===== src/design/flash_suspend_consts.svh =====
`ifndef FLASH_SUSPEND_CONSTS_SVH
`define FLASH_SUSPEND_CONSTS_SVH
// opcodes
`define OP_SUSPEND_INDICATOR_A 8'h75
`define OP_SUSPEND_INDICATOR_B 8'hb0
`define OP_RES_A 8'h7a
`define OP_RES_B 8'hd0
`define OP_RDSR1 8'h05
`define OP_RDSR2 8'h35
`define OP_RDSR3 8'h15
`define OP_RDSRI 8'h65
`define OP_TERM 8'hf0
`define OP_RSTEN 8'h66
`define OP_RST 8'h99
`define OP_ID1 8'h9f
`define OP_ID2 8'h90
`define OP_ID3 8'h94
`define OP_WAKE 8'hab
`define OP_WREN 8'h06
`define OP_WRDI 8'h04
`define OP_VWREN 8'h50
`define OP_LKRD1 8'h3c
`define OP_LKRD2 8'h3d
`define OP_OTPRD 8'h4b
`define OP_SFDP 8'h5a
`define OP_WRAP 8'h77
`define OP_RD1 8'h03
`define OP_RD2 8'h0b
`define OP_RD3 8'h3b
`define OP_RD4 8'h6b
`define OP_RD5 8'heb
`define OP_RD6 8'he7
`define OP_PP1 8'h02
`define OP_PP2 8'ha2
`define OP_PP3 8'h32
`define OP_SEQ1 8'had
`define OP_SEQ2 8'haf
`define OP_BE1 8'h20
`define OP_BE2 8'h52
`define OP_BE3 8'hd8
`define OP_CE1 8'h60
`define OP_CE2 8'hc7
`define OP_WRSR1 8'h01
`define OP_WRSR2 8'h31
`define OP_WRSR3 8'h11
`define OP_WRSRI 8'h71
`define OP_SRLK 8'h6f
`define OP_OTPPG 8'h9b
// suspend latency in ns, and cycles at 40 MHz (longest time, rounded down)
`define SUSPEND_INDICATOR_LAT_NS 20000
`define CLK_NS 25
`define SUSPEND_INDICATOR_LAT_CYC (`SUSPEND_INDICATOR_LAT_NS / `CLK_NS)
`endif


===== src/design/flash_suspend_pkg.sv =====
package flash_suspend_pkg;
    typedef enum logic [1:0] {OP_NONE, OP_ERASE, OP_PROGRAM, OP_LOCKED} opKind_type;
    typedef struct packed {
        logic busyFlag;
        logic suspendIndicator;
        logic programSuspendedFlag;
        logic eraseSuspendedFlag;
        logic writeEnableLatch;
    } status_type;
    typedef struct packed {
        logic valid;
        logic [7:0] opcode;
    } cmd_type;
endpackage


===== src/design/flash_suspend_command_gate.sv =====
`timescale 1ns/1ps
`include "flash_suspend_consts.svh"
module flash_suspend_command_gate
    import flash_suspend_pkg::*;
#(
    parameter int SUSPEND_INDICATOR_LAT = `SUSPEND_INDICATOR_LAT_CYC
)(
    // clock and reset
    input wire logic core_clk,
    input wire logic arst_n,
    // spi pins
    input wire logic spiClk,
    input wire logic chipSel_n,
    input wire logic serialIn,
    // internal operation engine
    input wire logic opStart,
    input wire logic [7:0] opOpcode,
    input wire logic opDone,
    input wire logic wenSet,
    input wire logic wenClr,
    // outputs
    output status_type status,
    output cmd_type accepted,
    output logic opHalt,
    output logic opResume
);
    // the halt check below spans the whole latency, so it is kept within a checkable reach
    if (SUSPEND_INDICATOR_LAT < 1 || SUSPEND_INDICATOR_LAT > 1000)
    begin : g_badLat
        $error("SUSPEND_INDICATOR_LAT must lie between 1 and 1000 cycles");
    end

    logic rstS1_r, rst_n;
    always_ff @(posedge core_clk or negedge arst_n)
        if (!arst_n)
        begin
            rstS1_r <= 1'b0;
            rst_n <= 1'b0;
        end
        else
        begin
            rstS1_r <= 1'b1;
            rst_n <= rstS1_r;
        end

    // pins pass two flops; only the second stage is read
    logic [2:0] pinA_r, pinB_r;
    logic sclkD_r;
    always_ff @(posedge core_clk or negedge rst_n)
        if (!rst_n)
        begin
            pinA_r <= 3'h1;
            pinB_r <= 3'h1;
            sclkD_r <= 1'b0;
        end
        else
        begin
            pinA_r <= {spiClk, serialIn, chipSel_n};
            pinB_r <= pinA_r;
            sclkD_r <= pinB_r[2];
        end
    wire logic csN = pinB_r[0];
    wire logic sdi = pinB_r[1];
    wire logic sclkRise = pinB_r[2] & ~sclkD_r;

    logic csD_r;
    logic [7:0] shift_r, shift_nxt;
    logic [5:0] bits_r, bits_nxt;
    logic [7:0] first_r, first_nxt;
    status_type st_r, st_nxt;
    opKind_type kind_r, kind_nxt, heldKind_r, heldKind_nxt;
    cmd_type acc_r, acc_nxt;
    logic [15:0] lat_r, lat_nxt;
    logic halt_r, halt_nxt, res_r, res_nxt;

    function automatic logic inSet(input logic [7:0] o, input status_type s);
        logic always_ok;
        logic suspend_indicator_ok;
        always_ok = o inside {`OP_RDSR1, `OP_RDSR2, `OP_RDSR3, `OP_RDSRI, `OP_TERM, `OP_RSTEN,
                              `OP_RST, `OP_ID1, `OP_ID2, `OP_ID3, `OP_WAKE};
        suspend_indicator_ok = o inside {`OP_RES_A, `OP_RES_B, `OP_WREN, `OP_WRDI, `OP_VWREN, `OP_LKRD1, `OP_LKRD2,
                            `OP_OTPRD, `OP_SFDP, `OP_WRAP, `OP_RD1, `OP_RD2, `OP_RD3, `OP_RD4,
                            `OP_RD5, `OP_RD6};
        if (s.busyFlag)
            inSet = always_ok | (o inside {`OP_SUSPEND_INDICATOR_A, `OP_SUSPEND_INDICATOR_B});
        else if (s.programSuspendedFlag)
            inSet = always_ok | suspend_indicator_ok;
        else if (s.eraseSuspendedFlag)
            inSet = always_ok | suspend_indicator_ok | (o inside {`OP_PP1, `OP_PP2, `OP_PP3, `OP_SEQ1, `OP_SEQ2});
        else
            inSet = 1'b1;
    endfunction

    always_comb
    begin
        shift_nxt = shift_r;
        bits_nxt = bits_r;
        first_nxt = first_r;
        st_nxt = st_r;
        kind_nxt = kind_r;
        heldKind_nxt = heldKind_r;
        acc_nxt = '0;
        lat_nxt = lat_r;
        halt_nxt = 1'b0;
        res_nxt = 1'b0;
        if (!csN && sclkRise)
        begin
            shift_nxt = {shift_r[6:0], sdi};
            // past the first byte only the position in the byte matters, so long frames never saturate
            bits_nxt = (bits_r[5:3] != 3'h0) ? {3'h1, bits_r[2:0] + 3'h1} : bits_r + 6'h01;
            if (bits_r == 6'h07)
                first_nxt = {shift_r[6:0], sdi};
        end
        // frame end: act only on whole bytes with a full opcode
        if (csN && !csD_r)
        begin
            bits_nxt = '0;
            if (bits_r >= 6'h08 && bits_r[2:0] == 3'h0 && inSet(first_r, st_r))
            begin
                acc_nxt = '{valid: 1'b1, opcode: first_r};
                if (first_r inside {`OP_SUSPEND_INDICATOR_A, `OP_SUSPEND_INDICATOR_B})
                begin
                    if (kind_r == OP_ERASE || kind_r == OP_PROGRAM)
                        lat_nxt = 16'(SUSPEND_INDICATOR_LAT);
                end
                else if (first_r inside {`OP_RES_A, `OP_RES_B})
                begin
                    if (!st_r.busyFlag && (st_r.programSuspendedFlag || st_r.eraseSuspendedFlag))
                    begin
                        res_nxt = 1'b1;
                        st_nxt.busyFlag = 1'b1;
                        if (st_r.programSuspendedFlag)
                        begin
                            st_nxt.programSuspendedFlag = 1'b0;
                            kind_nxt = OP_PROGRAM;
                        end
                        else
                        begin
                            st_nxt.eraseSuspendedFlag = 1'b0;
                            kind_nxt = heldKind_r;
                        end
                        st_nxt.suspendIndicator = st_r.programSuspendedFlag & st_r.eraseSuspendedFlag;
                    end
                end
                else if (first_r == `OP_WREN)
                    st_nxt.writeEnableLatch = 1'b1;
                else if (first_r == `OP_WRDI)
                    st_nxt.writeEnableLatch = 1'b0;
            end
        end
        if (wenClr)
            st_nxt.writeEnableLatch = 1'b0;
        if (wenSet)
            st_nxt.writeEnableLatch = 1'b1;
        if (opStart && !st_r.busyFlag)
        begin
            st_nxt.busyFlag = 1'b1;
            if (opOpcode inside {`OP_BE1, `OP_BE2, `OP_BE3})
                kind_nxt = OP_ERASE;
            else if (opOpcode inside {`OP_PP1, `OP_PP2, `OP_PP3})
                kind_nxt = OP_PROGRAM;
            else
                kind_nxt = OP_LOCKED;
        end
        if (lat_r != 16'h0)
        begin
            lat_nxt = lat_r - 16'h1;
            if (lat_r == 16'h1 || opDone)
            begin
                lat_nxt = '0;
                halt_nxt = 1'b1;
                st_nxt.busyFlag = 1'b0;
                st_nxt.suspendIndicator = 1'b1;
                if (kind_r == OP_ERASE)
                begin
                    st_nxt.eraseSuspendedFlag = 1'b1;
                    heldKind_nxt = OP_ERASE;
                end
                else
                    st_nxt.programSuspendedFlag = 1'b1;
                kind_nxt = OP_NONE;
            end
        end
        else if (opDone && st_r.busyFlag)
        begin
            st_nxt.busyFlag = 1'b0;
            kind_nxt = OP_NONE;
        end
    end

    always_ff @(posedge core_clk or negedge rst_n)
        if (!rst_n)
        begin
            csD_r <= 1'b1;
            shift_r <= '0;
            bits_r <= '0;
            first_r <= '0;
            st_r <= '0;
            kind_r <= OP_NONE;
            heldKind_r <= OP_NONE;
            acc_r <= '0;
            lat_r <= '0;
            halt_r <= 1'b0;
            res_r <= 1'b0;
        end
        else
        begin
            csD_r <= csN;
            shift_r <= shift_nxt;
            bits_r <= bits_nxt;
            first_r <= first_nxt;
            st_r <= st_nxt;
            kind_r <= kind_nxt;
            heldKind_r <= heldKind_nxt;
            acc_r <= acc_nxt;
            lat_r <= lat_nxt;
            halt_r <= halt_nxt;
            res_r <= res_nxt;
        end

    assign status = st_r;
    assign accepted = acc_r;
    assign opHalt = halt_r;
    assign opResume = res_r;

    a_halt_clears_busy: assert property (@(posedge core_clk) disable iff (!rst_n)
        halt_r |-> !st_r.busyFlag && st_r.suspendIndicator)
        else $error("halt without busy clear");
    a_halt_sets_flag: assert property (@(posedge core_clk) disable iff (!rst_n)
        halt_r |-> (st_r.eraseSuspendedFlag || st_r.programSuspendedFlag))
        else $error("halt without suspended flag");
    a_latency_bound: assert property (@(posedge core_clk) disable iff (!rst_n)
        $rose(lat_r != 16'h0) |-> ##[1:SUSPEND_INDICATOR_LAT] halt_r)
        else $error("suspend latency exceeded");
    a_locked_no_halt: assert property (@(posedge core_clk) disable iff (!rst_n)
        kind_r == OP_LOCKED |-> lat_r == 16'h0 && !halt_r)
        else $error("locked operation suspended");
    a_no_erase_psusp: assert property (@(posedge core_clk) disable iff (!rst_n)
        acc_r.valid && $past(st_r.programSuspendedFlag) && !$past(st_r.busyFlag)
        |-> !(acc_r.opcode inside {`OP_BE1, `OP_BE2, `OP_BE3, `OP_CE1, `OP_CE2}))
        else $error("erase accepted in program suspend");
    a_busy_filter: assert property (@(posedge core_clk) disable iff (!rst_n)
        acc_r.valid && $past(st_r.busyFlag) |-> !(acc_r.opcode inside {`OP_WREN, `OP_PP1, `OP_BE1, `OP_WRSR1}))
        else $error("command accepted while busy");
    a_resume_sets_busy: assert property (@(posedge core_clk) disable iff (!rst_n)
        res_r |-> st_r.busyFlag && $past(st_r.busyFlag) == 1'b0)
        else $error("resume without busy set");
    a_refused_keeps_wel: assert property (@(posedge core_clk) disable iff (!rst_n)
        (csN && !csD_r && !inSet(first_r, st_r) && !wenSet && !wenClr)
        |=> st_r.writeEnableLatch == $past(st_r.writeEnableLatch))
        else $error("refused command touched write enable");
endmodule // flash_suspend_command_gate


===== config.mk =====
export PLATFORM = sky130hd
export DESIGN_NAME = flash_suspend_command_gate
export DESIGN_NICKNAME = d
export VERILOG_FILES = /design/src/design/flash_suspend_pkg.sv /design/src/design/flash_suspend_command_gate.sv
export VERILOG_INCLUDE_DIRS = /design/src /design/src/design
export SDC_FILE = /design/constraint.sdc
export NUM_CORES = 1
export LEC_CHECK = 0
export BUFFER_PORTS_ARGS = -buffer_cell sky130_fd_sc_hd__buf_4
export CAP_MARGIN = 40
export CELL_PAD_IN_SITES_DETAIL_PLACEMENT = 1
export CELL_PAD_IN_SITES_GLOBAL_PLACEMENT = 1
export CORE_MARGIN = 3
export CORE_UTILIZATION = 46
export CTS_CLUSTER_DIAMETER = 50
export DETAILED_ROUTE_END_ITERATION = 16
export GPL_TIMING_DRIVEN = 0
export MAX_ROUTING_LAYER = met4
export PLACE_DENSITY = 0.78
export SETUP_SLACK_MARGIN = 0.3
export SLEW_MARGIN = 20
export SYNTH_ARGS = -nofsm -noshare
export SYNTH_HDL_FRONTEND = slang
export SYNTH_SLANG_ARGS = --single-unit

===== constraint.sdc =====
create_clock -name core_clk -period 2.66 [get_ports core_clk]
set_input_delay 0.266 -clock core_clk [delete_from_list [all_inputs] [get_ports core_clk]]
set_output_delay 0.266 -clock core_clk [all_outputs]
set_load 0.01 [all_outputs]

After elaboration in Yosys (flattened, before gate mapping)
Cells that the tools add are included.

Add/sub/neg operators: 3. Reduce and logical (&&, ||, !) cells: 35. Bitwise operators: 6. Eq/ne operators: 46. Mux-type cells: 52. Magnitude comparators: 1.

Operators by type and width (count): $eq A8 B8 Y1 const B (15); $mux W16 (6); $eq A8 B7 Y1 const B (10); $eq A8 B6 Y1 const B (7); $reduce_bool A16 Y1 (2); $eq A8 B2 Y1 const B (3); $eq A8 B3 Y1 const B (3); $mux W1 (23); $mux W2 (11); $mux W6 (3); $mux W9 (2); $eq A16 B1 Y1 const B (1); $sub A16 B1 Y16 const B (1); $mux W5 (3); $reduce_bool A3 Y1 (5); $reduce_bool A2 Y1 (7); $mux W4 (3); $reduce_bool A11 Y1 (1); $eq A8 B4 Y1 const B (1); $eq A8 B5 Y1 const B (1); $logic_and A1 B1 Y1 (7); $add A6 B1 Y6 const B (1); $eq A6 B3 Y1 const B (1); $ge A6 B4 Y1 const B (1); 17 further kinds (25).

Logic and storage cells: 164. Bits of input ports: 17. Register bits after elaboration: 66. Output and inout port bits: 16.

Depth between registers and ports, before layout
Depth after elaboration: 14. Gate-level depth with buffers: 8. Depth with buffers taken out: 7.

Worst setup path before layout
OpenSTA, ideal clock, no wires.

Kind: flip-flop to flip-flop. Start point: register lat_r[7]. End point: register lat_r[1]. Buffers on the path: 0. Path slack: 0.464 ns. Cell stages (with the launch flop): 7. Period minus slack after synthesis: 2.196 ns. Data arrival time: 2.065 ns. Library setup time: 0.131 ns. Required time: 2.529 ns. Path through: dfrtp_1 > or4_4 > or3_4 > nor3_4 > a31o_2 > nor2_1 > or3_1.

Cells in the longest elaborated chain, start to end: 4. Elaborated cells between the ends (all ways): 10. Classes of those cells: 1 x eq/ne; 2 x mux; 7 x reduce/logical.

RTL lines: from (decl) (line flash_suspend_command_gate.sv:73) `logic [15:0] lat_r, lat_nxt;`; from (signal assigned) (line flash_suspend_command_gate.sv:216) `lat_r <= lat_nxt;`; $eq A16 B1 Y1 (line flash_suspend_command_gate.sv:168) `if (lat_r == 16'h1 || opDone)`; $logic_or A1 B1 Y1 (line flash_suspend_command_gate.sv:168); $mux W16 (line flash_suspend_command_gate.sv:168); $mux W16 (line flash_suspend_command_gate.sv:165) `if (lat_r != 16'h0)`.

Parallel ways exist; a longest one is shown, timed or not. A chain may end at the register's enable or synchronous reset.

Worst setup path in the final report
Start point: register lat_r[6]. End point: register lat_r[1].

Same word-level chain as after synthesis.

==> results <==
- The flow ran to the end, and the final reports show no timing, DRC or antenna violations.
- For the pin with the worst max-slew slack, the measured transition is 0.614 ns.
- Summed over all failing endpoints, the final setup total negative slack is 0 ns.
- The internal power summed over all cells is 2330 µW.
- The root buffer cell chosen for the clock tree is sky130_fd_sc_hd__clkbuf_8.
- Setup repair after global routing could not meet its margin everywhere.
- The share of flip-flops with an asynchronous set or reset is 100%.
- The power share of the clock group is 28.1%.
- The max capacitance violation total is 0.
- TritonCTS built the clock tree.
- The aggregate global-route resource usage is 22.1%.
- The worst relative slew slack is 58.7%.
- The pin count of the biggest net entering global routing is 34.
- The total wire length is 8480 µm.
- The floorplan step defined a die boundary enclosing 0.00808 mm².
- In this run the count of I/O pins placed on the die edge is 33.
- The number of flops mapped to enable cells by yosys is 0.
- In this run the remaining antenna-violating nets after routing total 0.
- The most used flip-flop cell after synthesis is sky130_fd_sc_hd__dfrtp_1.
- The leading cell type in the layout, fill and taps excluded is sky130_fd_sc_hd__dfrtp_1.
- After detailed routing, the average wire length per cell comes to 18.2 µm.
- The worst-case IR drop observed on VDD is 365 µV.
- The final core area utilization is between 60% and 70%.
- Once layout is complete, the cells apart from fillers number 465.
- The wire length of the first global-routing pass is 13900 µm.
- The count of H-tree levels built during CTS is 3.
- The worst hold slack is ~0.022 ns.
- The per-instance average area after synthesis is 10.4 µm².
- The initial antenna violation count is 0.
- The power after layout is 3580 µW.
- In the layout the commonest cells are 62 x sky130_fd_sc_hd__dfrtp_1, 42 x sky130_fd_sc_hd__buf_4, 30 x sky130_fd_sc_hd__nor2_1, 23 x sky130_fd_sc_hd__nand2_1, 17 x sky130_fd_sc_hd__mux2_2.
- The final worst clock skew is 0.0115 ns.
- Counting tap cells, the placed design contains a total of 437 instances.
- Sequential cells burn 37.4% of the power.
- The worst hold path belongs to the class primary input to flip-flop.
- Power spread over the standard cell area amounts to 891 mW/mm².
- The latest clock arrival within the worst-skew pair is 0.35 ns.
- The total leakage power is 0.00178 µW.
- The logic gate share of total power is roughly a third.
- Global routing finished with a remaining overflow of 0.
- The top cell family by delay on the critical path is simple AND/OR/NAND/NOR gates.
- The area overhead of the layout relative to synthesis is 24.2%.
- The required time reported for the critical path endpoint is 2.89 ns.
- The number of global-route vias before repair is between 2000 and 3000.
- The region available for standard cell placement spans 0.00657 mm².
- Traced cell by cell, the critical path runs through or4_4, or3_4, nor3_4, a31o_2, nor2_1, or3_1.
- After legalization and detailed placement, the total HPWL measured 5560 µm.
- The post-route minimum period is 2.35 ns.
- The repair_antennas step left the layout with diodes totalling 0.
- After clock tree synthesis, the clock-pin slew on the worst setup and hold paths is 0.08 ns.
- The initialized floorplan defines 29 standard-cell rows.
- The final count of hold timing violations was 0.
- The longest clock path from root to sink contains 2 buffers.
- The number of vias in the routed layout is 2670.
- In this run, distinct cell masters in the synthesized netlist total 55.
- For this design the total switching power over the nets is 1250 µW.
- The critical path buffer and inverter count is 0.
- TritonCTS created 9 clock buffers.
- The Yosys step of the flow raised 0 warnings.
- The congestion estimate from routability-driven global placement came to roughly 0.87.
- Based on the critical path, the design can be clocked at up to 0.426 GHz.
- The final-report max-slew violation count is 0.
- The effective utilization at floorplan is 49.3%.
- The post-synthesis instance area is ~0.0032 mm².
- The post-route netlist has roughly 29% of its cells at a drive strength greater than 1.
- Data on the critical path arrives at its endpoint at between 2 and 3 ns.
- At the end of the flow, the number of nets in the layout was 389.
- The sequential share of the synthesized area is 51.1%.
- The sort of element at the end of the critical path is a flip-flop.
- Measured along the y axis, the die boundary spans 89.9 µm.
- The worst setup path is launched from a flip-flop.
- The final-report setup violation count is 0.
- For this run, design rule violations remaining after detail routing come to 0.
- The die boundary width is roughly 90 µm.
- The worst-path maximum fanout is 4.
- The delay of the slowest cell on the worst path is between 0.5 and 0.6 ns.
- The total nets after synthesis is 333.
- The number of clock sinks seen by CTS is 66.
- The initial DRC count is 190.
- The worst setup path is of the flip-flop to flip-flop kind.
- The slowest stage of the critical path belongs to the cell sky130_fd_sc_hd__or4_4.
- The final clock period utilization by the worst path is 88.3%.
- The switching share of power is 34.9%.
- Synthesis handed over a netlist of 311 instances.
- Counting flops and latches in the post-synthesis netlist gives 66.
- The first detailed-routing pass took 4 iterations.
- Buffers placed on the I/O ports in this run total 32.
- After detailed routing, the number of vias per cell comes to 5.74.
==> cell usage after synthesis (3+ instances only) <==
master | count | area (µm²)
sky130_fd_sc_hd__nor2_1 | 30 | 113
sky130_fd_sc_hd__nand2_1 | 23 | 86.3
sky130_fd_sc_hd__nor3_1 | 19 | 95.1
sky130_fd_sc_hd__ha_1 | 5 | 62.6
sky130_fd_sc_hd__and4b_1 | 3 | 30.0
sky130_fd_sc_hd__inv_1 | 11 | 41.3
sky130_fd_sc_hd__nor2b_1 | 6 | 37.5
sky130_fd_sc_hd__a21oi_1 | 10 | 50.1
sky130_fd_sc_hd__o2111ai_1 | 5 | 43.8
sky130_fd_sc_hd__nor4_1 | 7 | 43.8
sky130_fd_sc_hd__dfstp_2 | 3 | 78.8
sky130_fd_sc_hd__nand4_1 | 7 | 43.8
sky130_fd_sc_hd__dfrtp_1 | 63 | 1580
sky130_fd_sc_hd__a211oi_1 | 3 | 22.5
sky130_fd_sc_hd__xnor2_1 | 9 | 78.8
sky130_fd_sc_hd__clkbuf_1 | 11 | 41.3
sky130_fd_sc_hd__xor2_1 | 4 | 35.0
sky130_fd_sc_hd__nor3b_1 | 6 | 45.0
sky130_fd_sc_hd__and2_1 | 3 | 18.8
sky130_fd_sc_hd__a31oi_1 | 3 | 18.8
sky130_fd_sc_hd__o31ai_1 | 4 | 30.0
sky130_fd_sc_hd__nor4b_1 | 3 | 26.3
sky130_fd_sc_hd__o21ai_0 | 9 | 45.0
sky130_fd_sc_hd__nand3_1 | 5 | 25.0
sky130_fd_sc_hd__or3_1 | 3 | 18.8
sky130_fd_sc_hd__mux2_2 | 17 | 191
==> final cells by class <==
type	instances	area, µm²
Buffer	13	58.8
Clock buffer	12	165
Clock inverter	4	72.6
Fill cell	713	2550
Inverter	11	41.3
Multi-Input combinational cell	221	1560
Sequential cell	66	1660
Tap cell	93	116
Timing Repair Buffer	45	350
==> state kept, by name, indices dropped and copies added (netlist names), 2 cells and up <==
name      flops
status        5
pinA_r        3
accepted      9
shift_r       7
kind_r        2
bits_r        6
lat_r        16
first_r       8
pinB_r        3
==> worst register-to-register path, cell delays in order (launching register included) <==
cell and delay, ns:
sky130_fd_sc_hd__dfrtp_1 0.39, sky130_fd_sc_hd__or4_4 0.56, sky130_fd_sc_hd__or3_4 0.44, sky130_fd_sc_hd__nor3_4 0.22, sky130_fd_sc_hd__a31o_2 0.24, sky130_fd_sc_hd__nor2_1 0.07, sky130_fd_sc_hd__or3_1 0.31
==> layer usage <==
metal	track usage [%]	vias up	part of all wire [%]
met4	7.78	0	2.1
li1	-	1249	-
met3	4.67	18	3.8
met5	-	-	0
met1	28.1	1334	45
met2	35.2	69	49
==> worst paths after layout <==
check | from | to | slack (ns) | cells past startpoint
min reg2reg | rst_n$_DFF_PN0_ | bits_r[5]$_DFFE_PN0P_ | 0.27 | 0
max | lat_r[6]$_DFFE_PN0P_ | lat_r[1]$_DFFE_PN0P_ | 0.31 | 6
min | chipSel_n | pinA_r[0]$_DFF_PN1_ | 0.02 | 1
max in group asynchronous | rst_n$_DFF_PN0_ | accepted[2]$_DFF_PN0_ | 1.87 | 1
max reg2reg | lat_r[6]$_DFFE_PN0P_ | lat_r[1]$_DFFE_PN0P_ | 0.31 | 6
min in group asynchronous | arst_n | rst_n$_DFF_PN0_ | 0.23 | 2
==> power by group through the flow <==
stage	sequential [µW]	clock [µW]	combinational, µW
4_1_cts	1340	1020	1100
3_3_place_gp	1350	0	974
6_report	1340	1010	1240
5_1_grt	1370	1070	1360
2_1_floorplan	1320	0	762
3_5_place_dp	1360	0	1030
==> logic make-up after synthesis <==
logic type                 after synthesis  share of synthesized area [%]
AOI/OAI and AO/OA                       49                           10.7
xor gates and xnor gates                13                           3.52
and+or+nand+nor                        135                           23.6
other                                    1                          0.116
DFF                                     66                           51.1
muxes                                   18                           6.22
buffers and inverters                   24                           2.86
adders and majority gates                5                           1.93
==> metrics by stage <==
stage	area [µm²]	setup WS, ns
2_1_floorplan	3240	0.464
3_3_place_gp	3590	-0.0550
3_5_place_dp	3620	0.0691
4_1_cts	3910	0.290
5_1_grt	4020	0.231
6_report	4020	0.312
==> timing repair <==
| item | 4_1_cts | 5_1_grt |
|---|---|---|
| hold buffers | 1 | 0 |
| pin swaps | 1 | 10 |
| gates resized for setup | 7 | 17 |
| setup buffers | 1 | 9 |
| hold endpoints to repair | 2 | 0 |
| setup endpoints to repair | 18 | 20 |
| gates cloned | 0 | 0 |
No activity file was read; power rests on OpenSTA's default activity.
